## src/logic/drsr_params.svh

```systemverilog
// Timing counts and field positions for the refresh / self-refresh block.
// Assumes a 25 MHz core clock; times in ns are converted to cycles here.
`ifndef DRSR_PARAMS_SVH
`define DRSR_PARAMS_SVH

`define DRSR_CLK_PERIOD_NS 40
// Internal self-refresh timer period (longest), in ns
`define DRSR_SR_TICK_NS 5000
`define DRSR_SR_TICK_CYC (`DRSR_SR_TICK_NS / `DRSR_CLK_PERIOD_NS)
// Refresh busy time (least), in ns
`define DRSR_TRFC_NS 350
`define DRSR_TRFC_CYC ((`DRSR_TRFC_NS + `DRSR_CLK_PERIOD_NS - 1) / `DRSR_CLK_PERIOD_NS)
// DLL relock time after self-refresh exit (least), in ns
`define DRSR_DLL_RELOCK_NS 20480
`define DRSR_DLL_RELOCK_CYC ((`DRSR_DLL_RELOCK_NS + `DRSR_CLK_PERIOD_NS - 1) / `DRSR_CLK_PERIOD_NS)
// Average refresh interval kept by the controller model, in cycles (plain default)
`define DRSR_TREFI_CYC 195
`define DRSR_CNT_W 10
`define DRSR_ROW_W 16
`define DRSR_BANKS 8
// Address bit that picks burst length on read/write
`define DRSR_BL_BIT 12
// Mode register 1 bit that disables the DLL
`define DRSR_DLL_DIS_BIT 0

`endif

```

## src/logic/drsr_pkg.sv

```systemverilog
// Types shared by the refresh / self-refresh block.
// Assumes the params header is included by users of counts.
package drsr_pkg;
	typedef enum logic [1:0] {
		DRSR_IDLE,
		DRSR_REFRESH,
		DRSR_SELF
	} drsr_state_t;
endpackage

```

## src/logic/drsr_sync.sv

```systemverilog
// Two flip-flop synchroniser for pin inputs.
// Assumes inputs are asynchronous to core_clk.
`timescale 1ns/10ps
`default_nettype none
module drsr_sync #(
	parameter int W = 1
) (
	// Clock and reset
	input wire logic core_clk,
	input wire logic rst,
	// Data
	input wire logic [W-1:0] d,
	output logic [W-1:0] q
);
	logic [W-1:0] meta_q;
	always_ff @(posedge core_clk or posedge rst) begin
		if (rst) begin
			meta_q <= '0;
			q <= '0;
		end else begin
			meta_q <= d;
			q <= meta_q;
		end
	end
endmodule
`default_nettype wire

```

## src/logic/drsr_core.sv

```systemverilog
// Refresh, self-refresh and burst-length decode inside the DRAM.
// Assumes pins arrive unsynchronised; controller keeps its own timing.
//
// What the device and its controller must do
// A12 low on read/write gives burst chop four, high gives burst eight.
// Write data setup/hold faults only corrupt the addressed location.
// Write strobe timing faults corrupt only addressed location; device keeps running.
// CS, RAS, CAS low with WE high decodes one refresh per command.
// Controller refreshes only with all banks precharged for tRP.
// Refresh row comes from the internal counter; address pins ignored.
// After refresh every bank is left precharged and idle.
// Controller sends only NOP or deselect until tRFC passes; the bench sends one refresh inside tRFC.
// Controller supplies refreshes at an average interval of tREFI.
// At most eight refreshes postponed; gap never over nine intervals.
// At most eight refreshes pulled in for credit; nine-interval gap holds.
// Controller executes all postponed refreshes before self-refresh entry.
// Refresh decode with CKE low enters self-refresh; CKE low keeps it.
// Controller precharges all banks and turns termination off before entry.
// DLL enabled: auto-disable on self-refresh entry, re-enable with reset on exit.
// In self-refresh only CKE and reset matter; internal clock gated off.
// At least one internal refresh within tCKE; controller stays that long.
// Controller changes clock only after tCKSRE; stable tCKSRX before exit.
// Exit is CKE high with NOP; wait tXS, or tXSDLL for DLL commands.
// Controller holds NOP, CKE high and termination off through exit.
// Controller waits tXS and sends one refresh before re-entering.
// Clock must be stable before CKE returns high for exit.
// Controller keeps a refresh credit counter between minus eight and eight.
`timescale 1ns/10ps
`default_nettype none
`include "drsr_params.svh"
module drsr_core (
	// Clock and reset
	input wire logic core_clk,
	input wire logic rst,
	// Command pins
	input wire logic cke,
	input wire logic cs_n,
	input wire logic ras_n,
	input wire logic cas_n,
	input wire logic we_n,
	input wire logic [`DRSR_ROW_W-1:0] addr,
	// Mode register 1 DLL disable bit
	input wire logic mr1_dll_dis,
	// Write strobe timing fault seen by the data path
	input wire logic wr_fault,
	// Status
	output logic refresh_busy,
	output logic self_refresh,
	output logic clk_gated,
	output logic dll_enabled,
	output logic dll_reset,
	output logic dll_locked,
	output logic [`DRSR_ROW_W-1:0] refresh_row,
	output logic refresh_pulse,
	output logic [`DRSR_BANKS-1:0] bank_open,
	output logic burst_chop,
	output logic burst_valid,
	output logic corrupt_addr_only,
	output logic need_reinit
);
	typedef struct packed {
		drsr_pkg::drsr_state_t st;
		logic [`DRSR_CNT_W-1:0] busy_cnt;
		logic [`DRSR_CNT_W-1:0] tick_cnt;
		logic [`DRSR_CNT_W+5:0] dll_cnt;
		logic [`DRSR_ROW_W-1:0] row;
		logic refresh_pulse;
		logic [`DRSR_BANKS-1:0] bank_open;
		logic burst_chop;
		logic burst_valid;
		logic dll_enabled;
		logic dll_reset;
		logic dll_locked;
		logic dll_auto_off;
		logic corrupt;
		logic busy;
		logic in_self;
	} drsr_regs_t;

	localparam logic [`DRSR_CNT_W-1:0] TRFC = `DRSR_CNT_W'(`DRSR_TRFC_CYC);
	localparam logic [`DRSR_CNT_W-1:0] TICK = `DRSR_CNT_W'(`DRSR_SR_TICK_CYC);
	localparam logic [`DRSR_CNT_W+5:0] RELOCK = (`DRSR_CNT_W+6)'(`DRSR_DLL_RELOCK_CYC);

	logic [4:0] pin_s;
	logic [`DRSR_ROW_W-1:0] addr_s;
	logic mr1_s;
	logic fault_s;
	drsr_regs_t r_q;
	drsr_regs_t r_d;

	drsr_sync #(.W(5)) u_sync_cmd (
		.core_clk(core_clk),
		.rst(rst),
		.d({cke, cs_n, ras_n, cas_n, we_n}),
		.q(pin_s)
	);
	drsr_sync #(.W(`DRSR_ROW_W + 2)) u_sync_misc (
		.core_clk(core_clk),
		.rst(rst),
		.d({addr, mr1_dll_dis, wr_fault}),
		.q({addr_s, mr1_s, fault_s})
	);

	logic cke_s;
	logic is_ref;
	logic is_act;
	logic is_pre;
	logic is_rw;
	logic is_nop;
	assign cke_s = pin_s[4];

	assign is_ref = !pin_s[3] && !pin_s[2] && !pin_s[1] && pin_s[0];
	assign is_act = !pin_s[3] && !pin_s[2] && pin_s[1] && pin_s[0];
	assign is_pre = !pin_s[3] && !pin_s[2] && pin_s[1] && !pin_s[0];
	assign is_rw = !pin_s[3] && pin_s[2] && !pin_s[1];
	assign is_nop = pin_s[3] || (pin_s[2] && pin_s[1] && pin_s[0]);

	always_comb begin
		r_d = r_q;
		r_d.refresh_pulse = 1'b0;
		r_d.burst_valid = 1'b0;
		r_d.dll_reset = 1'b0;
		if (r_q.dll_cnt != '0) begin
			r_d.dll_cnt = r_q.dll_cnt - 1'b1;
			if (r_q.dll_cnt == 1) begin
				r_d.dll_locked = r_q.dll_enabled;
			end
		end
		// Fault is tagged to the current write only; no state is poisoned
		r_d.corrupt = fault_s;
		case (r_q.st)
			drsr_pkg::DRSR_IDLE: begin
				if (is_ref) begin
					r_d.refresh_pulse = 1'b1;
					r_d.row = r_q.row + 1'b1;
					r_d.bank_open = '0;
					if (!cke_s) begin

						r_d.st = drsr_pkg::DRSR_SELF;
						r_d.tick_cnt = TICK;
						if (!mr1_s) begin

							r_d.dll_enabled = 1'b0;
							r_d.dll_locked = 1'b0;
							r_d.dll_auto_off = 1'b1;
						end
					end else begin
						r_d.st = drsr_pkg::DRSR_REFRESH;
						r_d.busy_cnt = TRFC;
					end
				end else if (is_act) begin
					r_d.bank_open[addr_s[2:0]] = 1'b1;
				end else if (is_pre) begin
					if (addr_s[10]) begin
						r_d.bank_open = '0;
					end else begin
						r_d.bank_open[addr_s[2:0]] = 1'b0;
					end
				end else if (is_rw) begin
					r_d.burst_chop = !addr_s[`DRSR_BL_BIT];
					r_d.burst_valid = 1'b1;
				end
				r_d.dll_enabled = r_d.dll_enabled && !mr1_s;
			end
			drsr_pkg::DRSR_REFRESH: begin
				// Commands ignored while busy; the bench sends a refresh here to test that
				if (r_q.busy_cnt <= 1) begin
					r_d.busy_cnt = '0;
					r_d.bank_open = '0;
					r_d.st = drsr_pkg::DRSR_IDLE;
				end else begin
					r_d.busy_cnt = r_q.busy_cnt - 1'b1;
				end
			end
			drsr_pkg::DRSR_SELF: begin

				if (r_q.tick_cnt <= 1) begin
					r_d.tick_cnt = TICK;
					r_d.refresh_pulse = 1'b1;
					r_d.row = r_q.row + 1'b1;
				end else begin
					r_d.tick_cnt = r_q.tick_cnt - 1'b1;
				end
				if (cke_s && is_nop) begin
					r_d.st = drsr_pkg::DRSR_IDLE;
					r_d.tick_cnt = '0;
					if (r_q.dll_auto_off) begin

						r_d.dll_enabled = 1'b1;
						r_d.dll_reset = 1'b1;
						r_d.dll_cnt = RELOCK;
						r_d.dll_auto_off = 1'b0;
					end
				end
			end
			default: r_d.st = drsr_pkg::DRSR_IDLE;
		endcase
		// State flags registered so status pins come straight from flops
		r_d.busy = r_d.st == drsr_pkg::DRSR_REFRESH;
		r_d.in_self = r_d.st == drsr_pkg::DRSR_SELF;
	end

	always_ff @(posedge core_clk or posedge rst) begin
		if (rst) begin
			r_q <= '{st: drsr_pkg::DRSR_IDLE, dll_enabled: 1'b1, dll_locked: 1'b1, default: '0};
		end else begin
			r_q <= r_d;
		end
	end

	always_comb begin
		refresh_busy = r_q.busy;
		self_refresh = r_q.in_self;
		clk_gated = r_q.in_self;
		dll_enabled = r_q.dll_enabled;
		dll_reset = r_q.dll_reset;
		dll_locked = r_q.dll_locked;
		refresh_row = r_q.row;
		refresh_pulse = r_q.refresh_pulse;
		bank_open = r_q.bank_open;
		burst_chop = r_q.burst_chop;
		burst_valid = r_q.burst_valid;
		corrupt_addr_only = r_q.corrupt;
		need_reinit = 1'b0;
	end

	AST_BL_DECODE: assert property (@(posedge core_clk) disable iff (rst)
		(r_q.st == drsr_pkg::DRSR_IDLE && is_rw) |=> burst_valid
		&& burst_chop == !$past(addr_s[`DRSR_BL_BIT]))
		else $error("burst length decode wrong");
	AST_REF_ONCE: assert property (@(posedge core_clk) disable iff (rst)
		(r_q.st == drsr_pkg::DRSR_IDLE && is_ref && cke_s) |=> refresh_busy ##1 !refresh_pulse)
		else $error("refresh not taken once");
	AST_ROW_INC: assert property (@(posedge core_clk) disable iff (rst)
		refresh_pulse |-> refresh_row == $past(refresh_row) + 1'b1)
		else $error("refresh row not from counter");
	AST_BANKS_IDLE: assert property (@(posedge core_clk) disable iff (rst)
		(refresh_busy ##1 !refresh_busy) |-> bank_open == '0)
		else $error("banks open after refresh");
	AST_SRE: assert property (@(posedge core_clk) disable iff (rst)
		(r_q.st == drsr_pkg::DRSR_IDLE && is_ref && !cke_s) |=> self_refresh && clk_gated)
		else $error("self refresh not entered");
	AST_DLL_EXIT: assert property (@(posedge core_clk) disable iff (rst)
		(self_refresh && r_q.dll_auto_off && cke_s && is_nop) |=> dll_reset && dll_enabled && !dll_locked)
		else $error("dll not re-enabled with reset");
	AST_SR_IGNORE: assert property (@(posedge core_clk) disable iff (rst)
		(self_refresh && !cke_s) |=> self_refresh && bank_open == $past(bank_open))
		else $error("command acted in self refresh");
	AST_SR_TICK: assert property (@(posedge core_clk) disable iff (rst)
		(self_refresh && r_q.tick_cnt == 1) |=> refresh_pulse)
		else $error("no internal refresh in self refresh");
	AST_NO_REINIT: assert property (@(posedge core_clk) disable iff (rst)
		fault_s |=> corrupt_addr_only && !need_reinit)
		else $error("write fault disturbed device");
endmodule
`default_nettype wire

```

## config.mk

```make
export PLATFORM = sky130hd
export DESIGN_NAME = drsr_core
export DESIGN_NICKNAME = d
export VERILOG_FILES = /design/src/logic/drsr_pkg.sv /design/src/logic/drsr_sync.sv /design/src/logic/drsr_core.sv
export VERILOG_INCLUDE_DIRS = /design/src /design/src/logic
export SDC_FILE = /design/constraint.sdc
export NUM_CORES = 1
export LEC_CHECK = 0
export ABC_CLOCK_PERIOD_IN_PS = 9100
export BUFFER_PORTS_ARGS = -buffer_cell sky130_fd_sc_hd__buf_2
export CAP_MARGIN = 20
export CORE_UTILIZATION = 40
export CTS_CLUSTER_DIAMETER = 80
export DETAILED_ROUTE_END_ITERATION = 10
export GPL_ROUTABILITY_DRIVEN = 0
export HOLD_SLACK_MARGIN = 0.12
export PLACE_DENSITY = 0.56
export SLEW_MARGIN = 20
export SYNTH_ARGS = -nofsm -noshare
export SYNTH_HDL_FRONTEND = slang
export SYNTH_SLANG_ARGS = --single-unit
```

## constraint.sdc

```tcl
create_clock -name core_clk -period 9.1 [get_ports core_clk]
set_input_delay 2.73 -clock core_clk [delete_from_list [all_inputs] [get_ports core_clk]]
set_output_delay 2.73 -clock core_clk [all_outputs]
set_load 0.03 [all_outputs]
```

==> results of run 1 <==
path summary, 6_finish.rpt:
check	slack, ps	to	start
max in group asynchronous	5570	r_q[40]	rst
worst max register to register	6800	refresh_row[15]	u_sync_cmd.q[3]
worst max-delay path	5270	dll_enabled	dll_enabled
worst min-delay path	340	u_sync_cmd.q[2]	u_sync_cmd.meta_q[2]
worst min register to register	340	u_sync_cmd.q[2]	u_sync_cmd.meta_q[2]
min in group asynchronous	2370	refresh_row[12]	rst
routing by layer:
layer	up-vias	routed length, µm	track usage [%]	part of all wire [%]
met4	0	205	8.65	2.2
li1	1745	-	-	-
met2	49	4320	24.7	46
met5	-	0	0	0
met1	1774	4680	21.9	50
met3	11	222	2.73	2.4
per-stage QoR:
| step | setup slack (ps) | area, µm² | power [mW] | hold WS [ps] | std cells |
|---|---|---|---|---|---|
| final | 5270 | 5230 | 1.49 | 342 | 630 |
| after CTS | 5250 | 5230 | 1.51 | 351 | 630 |
| after detailed placement | 5100 | 4940 | 1.13 | 335 | 614 |
| after global routing | 5240 | 5230 | 1.60 | 360 | 630 |
| after floorplan | 3870 | 4760 | 1.04 | 331 | 462 |
| after global placement | 5100 | 4940 | 1.12 | 332 | 614 |
state kept, by name, indices dropped and copies added (netlist names):
| name | count |
|---|---|
| u_sync_cmd.q | 5 |
| refresh_pulse | 1 |
| burst_valid | 1 |
| u_sync_misc.q | 7 |
| dll_locked | 1 |
| bank_open | 8 |
| u_sync_cmd.meta_q | 5 |
| r_q | 39 |
| burst_chop | 1 |
| refresh_row | 16 |
| refresh_busy | 1 |
| corrupt_addr_only | 1 |
| dll_reset | 1 |
| clk_gated | 1 |
| dll_enabled | 1 |
| u_sync_misc.meta_q | 7 |
cell type report:
class | instances | area, µm² | area share (%)
Timing Repair Buffer | 50 | 258 | 4.93
Clock buffer | 9 | 225 | 4.31
Inverter | 19 | 73.8 | 1.41
Multi-Input combinational cell | 306 | 2030 | 38.8
Clock inverter | 7 | 62.6 | 1.20
Tap cell | 143 | 179 | 3.42
Sequential cell | 96 | 2400 | 46.0
cells by family (layout without fill, tap and decap cells):
family | after synthesis | after routing | synth area share (%)
multiplexers | 2 | 2 | 0.420
other | 1 | 1 | 0.0787
flip-flops | 96 | 96 | 50.5
AO/OA/AOI/OAI | 135 | 135 | 19.1
buffers and inverters | 60 | 85 | 6.93
adder cells (fa/ha/maj) | 8 | 8 | 2.10
XOR/XNOR | 16 | 16 | 2.94
AND/OR/NAND/NOR | 144 | 144 | 17.9
layout by cell type (no fill, tap or decap), drive strengths merged, types with 13 or more instances in the layout:
master and n:
a21oi 33, buf 50, dfrtp 94, inv 22, nand2 20, nand3 16
nor2 16, nor3 13, o21ai 35, or3 15, or4 14, xor2 15
power by group:
| group | total [mW] | internal (mW) | switching (mW) |
|---|---|---|---|
| clock network | 0.365 | 0.190 | 0.174 |
| logic | 0.473 | 0.187 | 0.286 |
| registers | 0.657 | 0.532 | 0.125 |
==> metrics.yaml, run 1 <==
cts_setup_buffers: 0
postRouteAntennaNets: 0
power_density_mw_per_mm2: 286
ir_drop_mv: 0.106
viasPerCell: 5.68
worst_setup_path_end_kind: "output pin"
finalSetupTns_ps: 0
utilization_pct: 45.4
syn_area_per_cell_um2: 10.3
crit_slowest_cell: "dfstp_2"
grt_max_degree: 66
syn_inst: 462
portBuffers: 47
synth_edf_count: 0
dr.pass1.iters: 7
yosysWarnings: 0
grt_use_total_pct: 16.1
maxCapViolCount: 0
synth.top_cell.area_share_pct: 49.4
grt_pass1_vias: 3286
wl_per_cell_um: 15.0
hp-class: "reg -> reg"
fillers: 1107
die_area_mm2: 0.0123
yosys.area.top_type: "dfrtp_1"
cts_root_buf: "clkbuf_16"
synth_ff_type: "dfrtp_1"
status: "finished with violations"
cts_sinks: 96
path_delay_family: "flip-flops"
place_hpwl_um: 6270
start_util_pct: 41.4
ys_seq_elements: 96
r2r_cells: 4
ys_top_cells_by_area: "dfrtp_1 (49%), buf_4 (4.1%), o21ai_0 (3.6%)"
die_w_um: 111
drt_wl_total_um: 9430
holdPathStages: 0
tightestPinTransition_ps: 810
synth-async-reset-ratio_pct: 100
core-area_mm2: 0.0115
grt_pass1_wl_um: 16000
worst_ep_required_time_ps: 6370
crit_chain: "buf_2"
path_depth: 1
syn_to_final_growth_pct: 9.82
worstSetupPathType: "reg -> out"
crit_buf_inv: 1
rsz0062_at_grt: "false"
synth_cell_types: 62
finalCritPeriodShare_pct: 42.1
seq_area_frac_synth_pct: 50.5
report.final.slew_viol_count: 0
arrival_ps: 1100
syn_area_mm2: 0.00476
max_freq_mhz: 261
clock_latency_ps: 350
cts_tree: "built"
rows: 39
p_leak_nw: 2.38
nets: 515
start_kind: "register"
antenna_found_initial: 0
relSlewSlack_pct: 45.3
htree_num_levels: 3
hold_viol: 0
hold_buffers: 0
crit_path_max_fanout: 3
dieHeight_um: 111
synth_nets: 495
ys_top_cells_by_count: "dfrtp_1 (94), o21ai_0 (34), a21oi_1 (33), buf_4 (26), nand2_1 (20)"
fin_crit_ps: 3830
clk_pin_slew_ps: 70
drc: 6
grt_overflow: 0
cts_made_buffers: 9
slowest_delay_ps: 560
synth_most_common_cell: "dfrtp_1"
finClkSkew_ps: 8.28
via_count: 3579
cts_resized: 0
antenna_cells: 0
cts_buffer_depth: 2
violations: "DRC"
drive_gt1_share_pct: 17.2
ios: 60
setup_viol: 0
initialDrtViolationCount: 210
Power figures use the tool's default switching activity.
==> inputs of run 2 (changes only) <==
ABC_CLOCK_PERIOD_IN_PS = 4000   (was 9100)
clock period = 4 ns   (was 9.1 ns; I/O delays follow)
==> metrics.yaml, run 2 (synthesized netlist as in run 1, its figures left out) <==
status: "finished with violations"
violations: "DRC"
grt_use_total_pct: 16.2  # +0.11 points
cts_tree: "built"
ios: 60  # unchanged
antenna_cells: 0  # unchanged
drive_gt1_share_pct: 17.1  # -0.17 points
initialDrtViolationCount: 264  # +26%
crit_chain: "nor4b_4, nand2_1, a2111oi_2, xor2_1"
antenna_found_initial: 0  # unchanged
grt_pass1_vias: 3346  # +1.8%
rsz0062_at_grt: "false"
final_common_cell: "dfrtp_1"
viasPerCell: 5.64  # -0.79%
place_hpwl_um: 6270  # +0.15%
crit_slowest_cell: "nor4b_4"
grt_pass1_wl_um: 16300  # +1.6%
met1_length_um: 4540  # -2.9%
report.final.slew_viol_count: 0  # unchanged
regMostFlops: "r_q"
crit_buf_inv: 0  # -1
hold_viol: 0  # unchanged
finalSetupTns_ps: 0  # unchanged
clk_pin_slew_ps: 70  # about the same
drt_wl_total_um: 9410  # -0.19%
via_count: 3545  # -0.95%
pre_cts_slack_ps: 1670  # -3430 ps
met3_length_um: 306  # +38%
nets: 514  # -0.19%
syn_to_final_growth_pct: 10.4
portBuffers: 47  # unchanged
cts_root_buf: "clkbuf_16"
path_delay_family: "simple AND/OR/NAND/NOR gates"
cts_resized: 0  # unchanged
grt_overflow: 0  # unchanged
tightestPinTransition_ps: 834  # +24.4 ps
htree_num_levels: 3  # unchanged
worstSetupPathType: "reg -> reg"
die_w_um: 111  # unchanged
finClkSkew_ps: 9.75  # +1.47 ps
dieHeight_um: 111  # unchanged
final_cell_mix: "dfrtp_1 (94), buf_2 (47), o21ai_0 (34)"
start_kind: "register"
cts_made_buffers: 9  # unchanged
postRouteAntennaNets: 0  # unchanged
crit_path_max_fanout: 16  # +13
wl_met2_um: 4430  # +2.5%
routed.top_layer: "met4"
slowest_delay_ps: 550  # about the same
maxCapViolCount: 0  # unchanged
arrival_ps: 2590  # +1490 ps
dr.pass1.iters: 7  # unchanged
p_leak_nw: 2.39  # +0.57%
ir_drop_mv: 0.239  # +130%
utilization_pct: 45.7  # +0.24 points
hp-class: "reg -> reg"
worst_setup_path_end_kind: "register"
drc: 6  # unchanged
r2r_start: "u_sync_cmd.q[3]"
power_density_mw_per_mm2: 658  # +130%
cts_setup_buffers: 0  # unchanged
relSlewSlack_pct: 43.7  # -1.6 points
critPathLaunch: "u_sync_cmd.q[3]"
fin_crit_ps: 2310
rows: 39  # unchanged
cts_sinks: 96  # unchanged
cts_buffer_depth: 2  # unchanged
regToRegSetupSlack_ps: 1690  # -5110 ps
max_freq_mhz: 432
core-area_mm2: 0.0115  # unchanged
worst_ep_required_time_ps: 4280  # -2090 ps
clock_latency_ps: 350  # about the same
largest_reg_flops: 39  # unchanged
setup_slack_ps: 1690  # -3580 ps
die_area_mm2: 0.0123  # unchanged
start_util_pct: 41.4  # unchanged
hold_start: "u_sync_cmd.meta_q[1]"
wl_per_cell_um: 15.0  # about the same
hold_buffers: 0  # unchanged
fillers: 1099  # -0.72%
finalCritPeriodShare_pct: 57.9
setup_viol: 0  # unchanged
grt_max_degree: 61  # -7.6%
-- run 2: cell types whose count changed in the layout (fill, tap and decap cells not counted), sizes merged --
cell and delta:
bufinv +1, inv -1, clkbuf +2, buf -1, clkinvlp -2
-- run 2: final cells by class --
class	instances	area [µm²]	area share, %
multi-input cells	306	2030	38.6
repair buffers	49	263	5.00
inverters	19	73.8	1.40
well taps	143	179	3.40
flip-flops and latches	96	2400	45.7
clock buffers	11	243	4.62
clock inverters	5	63.8	1.21
-- run 2: routing by layer --
layer	GRT usage, %	up-vias
li1	-	1732
met1	21.9	1733
met2	25.8	71
met3	2.41	9
met4	7.57	0
met5	0	-
-- run 2: where the power goes --
| group | switching (mW) | internal, mW | total [mW] |
|---|---|---|---|
| sequential | 0.283 | 1.21 | 1.49 |
| combinational | 0.645 | 0.427 | 1.07 |
| clock | 0.387 | 0.508 | 0.895 |
| total | 1.31 | 2.15 | 3.46 |
-- run 2: worst paths after layout --
path	to	depth (start not counted)
max in group asynchronous	dll_enabled	3
max	refresh_row[15]	4
min	u_sync_cmd.q[1]	0
min in group asynchronous	u_sync_misc.meta_q[14]	2
max reg2reg	refresh_row[15]	4
min reg2reg	u_sync_cmd.q[1]	0
-- run 2: per-stage QoR --
step	cell area (µm²)	power [mW]	hold slack, ps	cells
6_report	5260	3.46	349	629
5_1_grt	5260	3.71	356	629
4_1_cts	5260	3.49	352	629
3_5_place_dp	4950	2.58	336	613
3_3_place_gp	4950	2.55	332	613
2_1_floorplan	4760	2.36	331	462
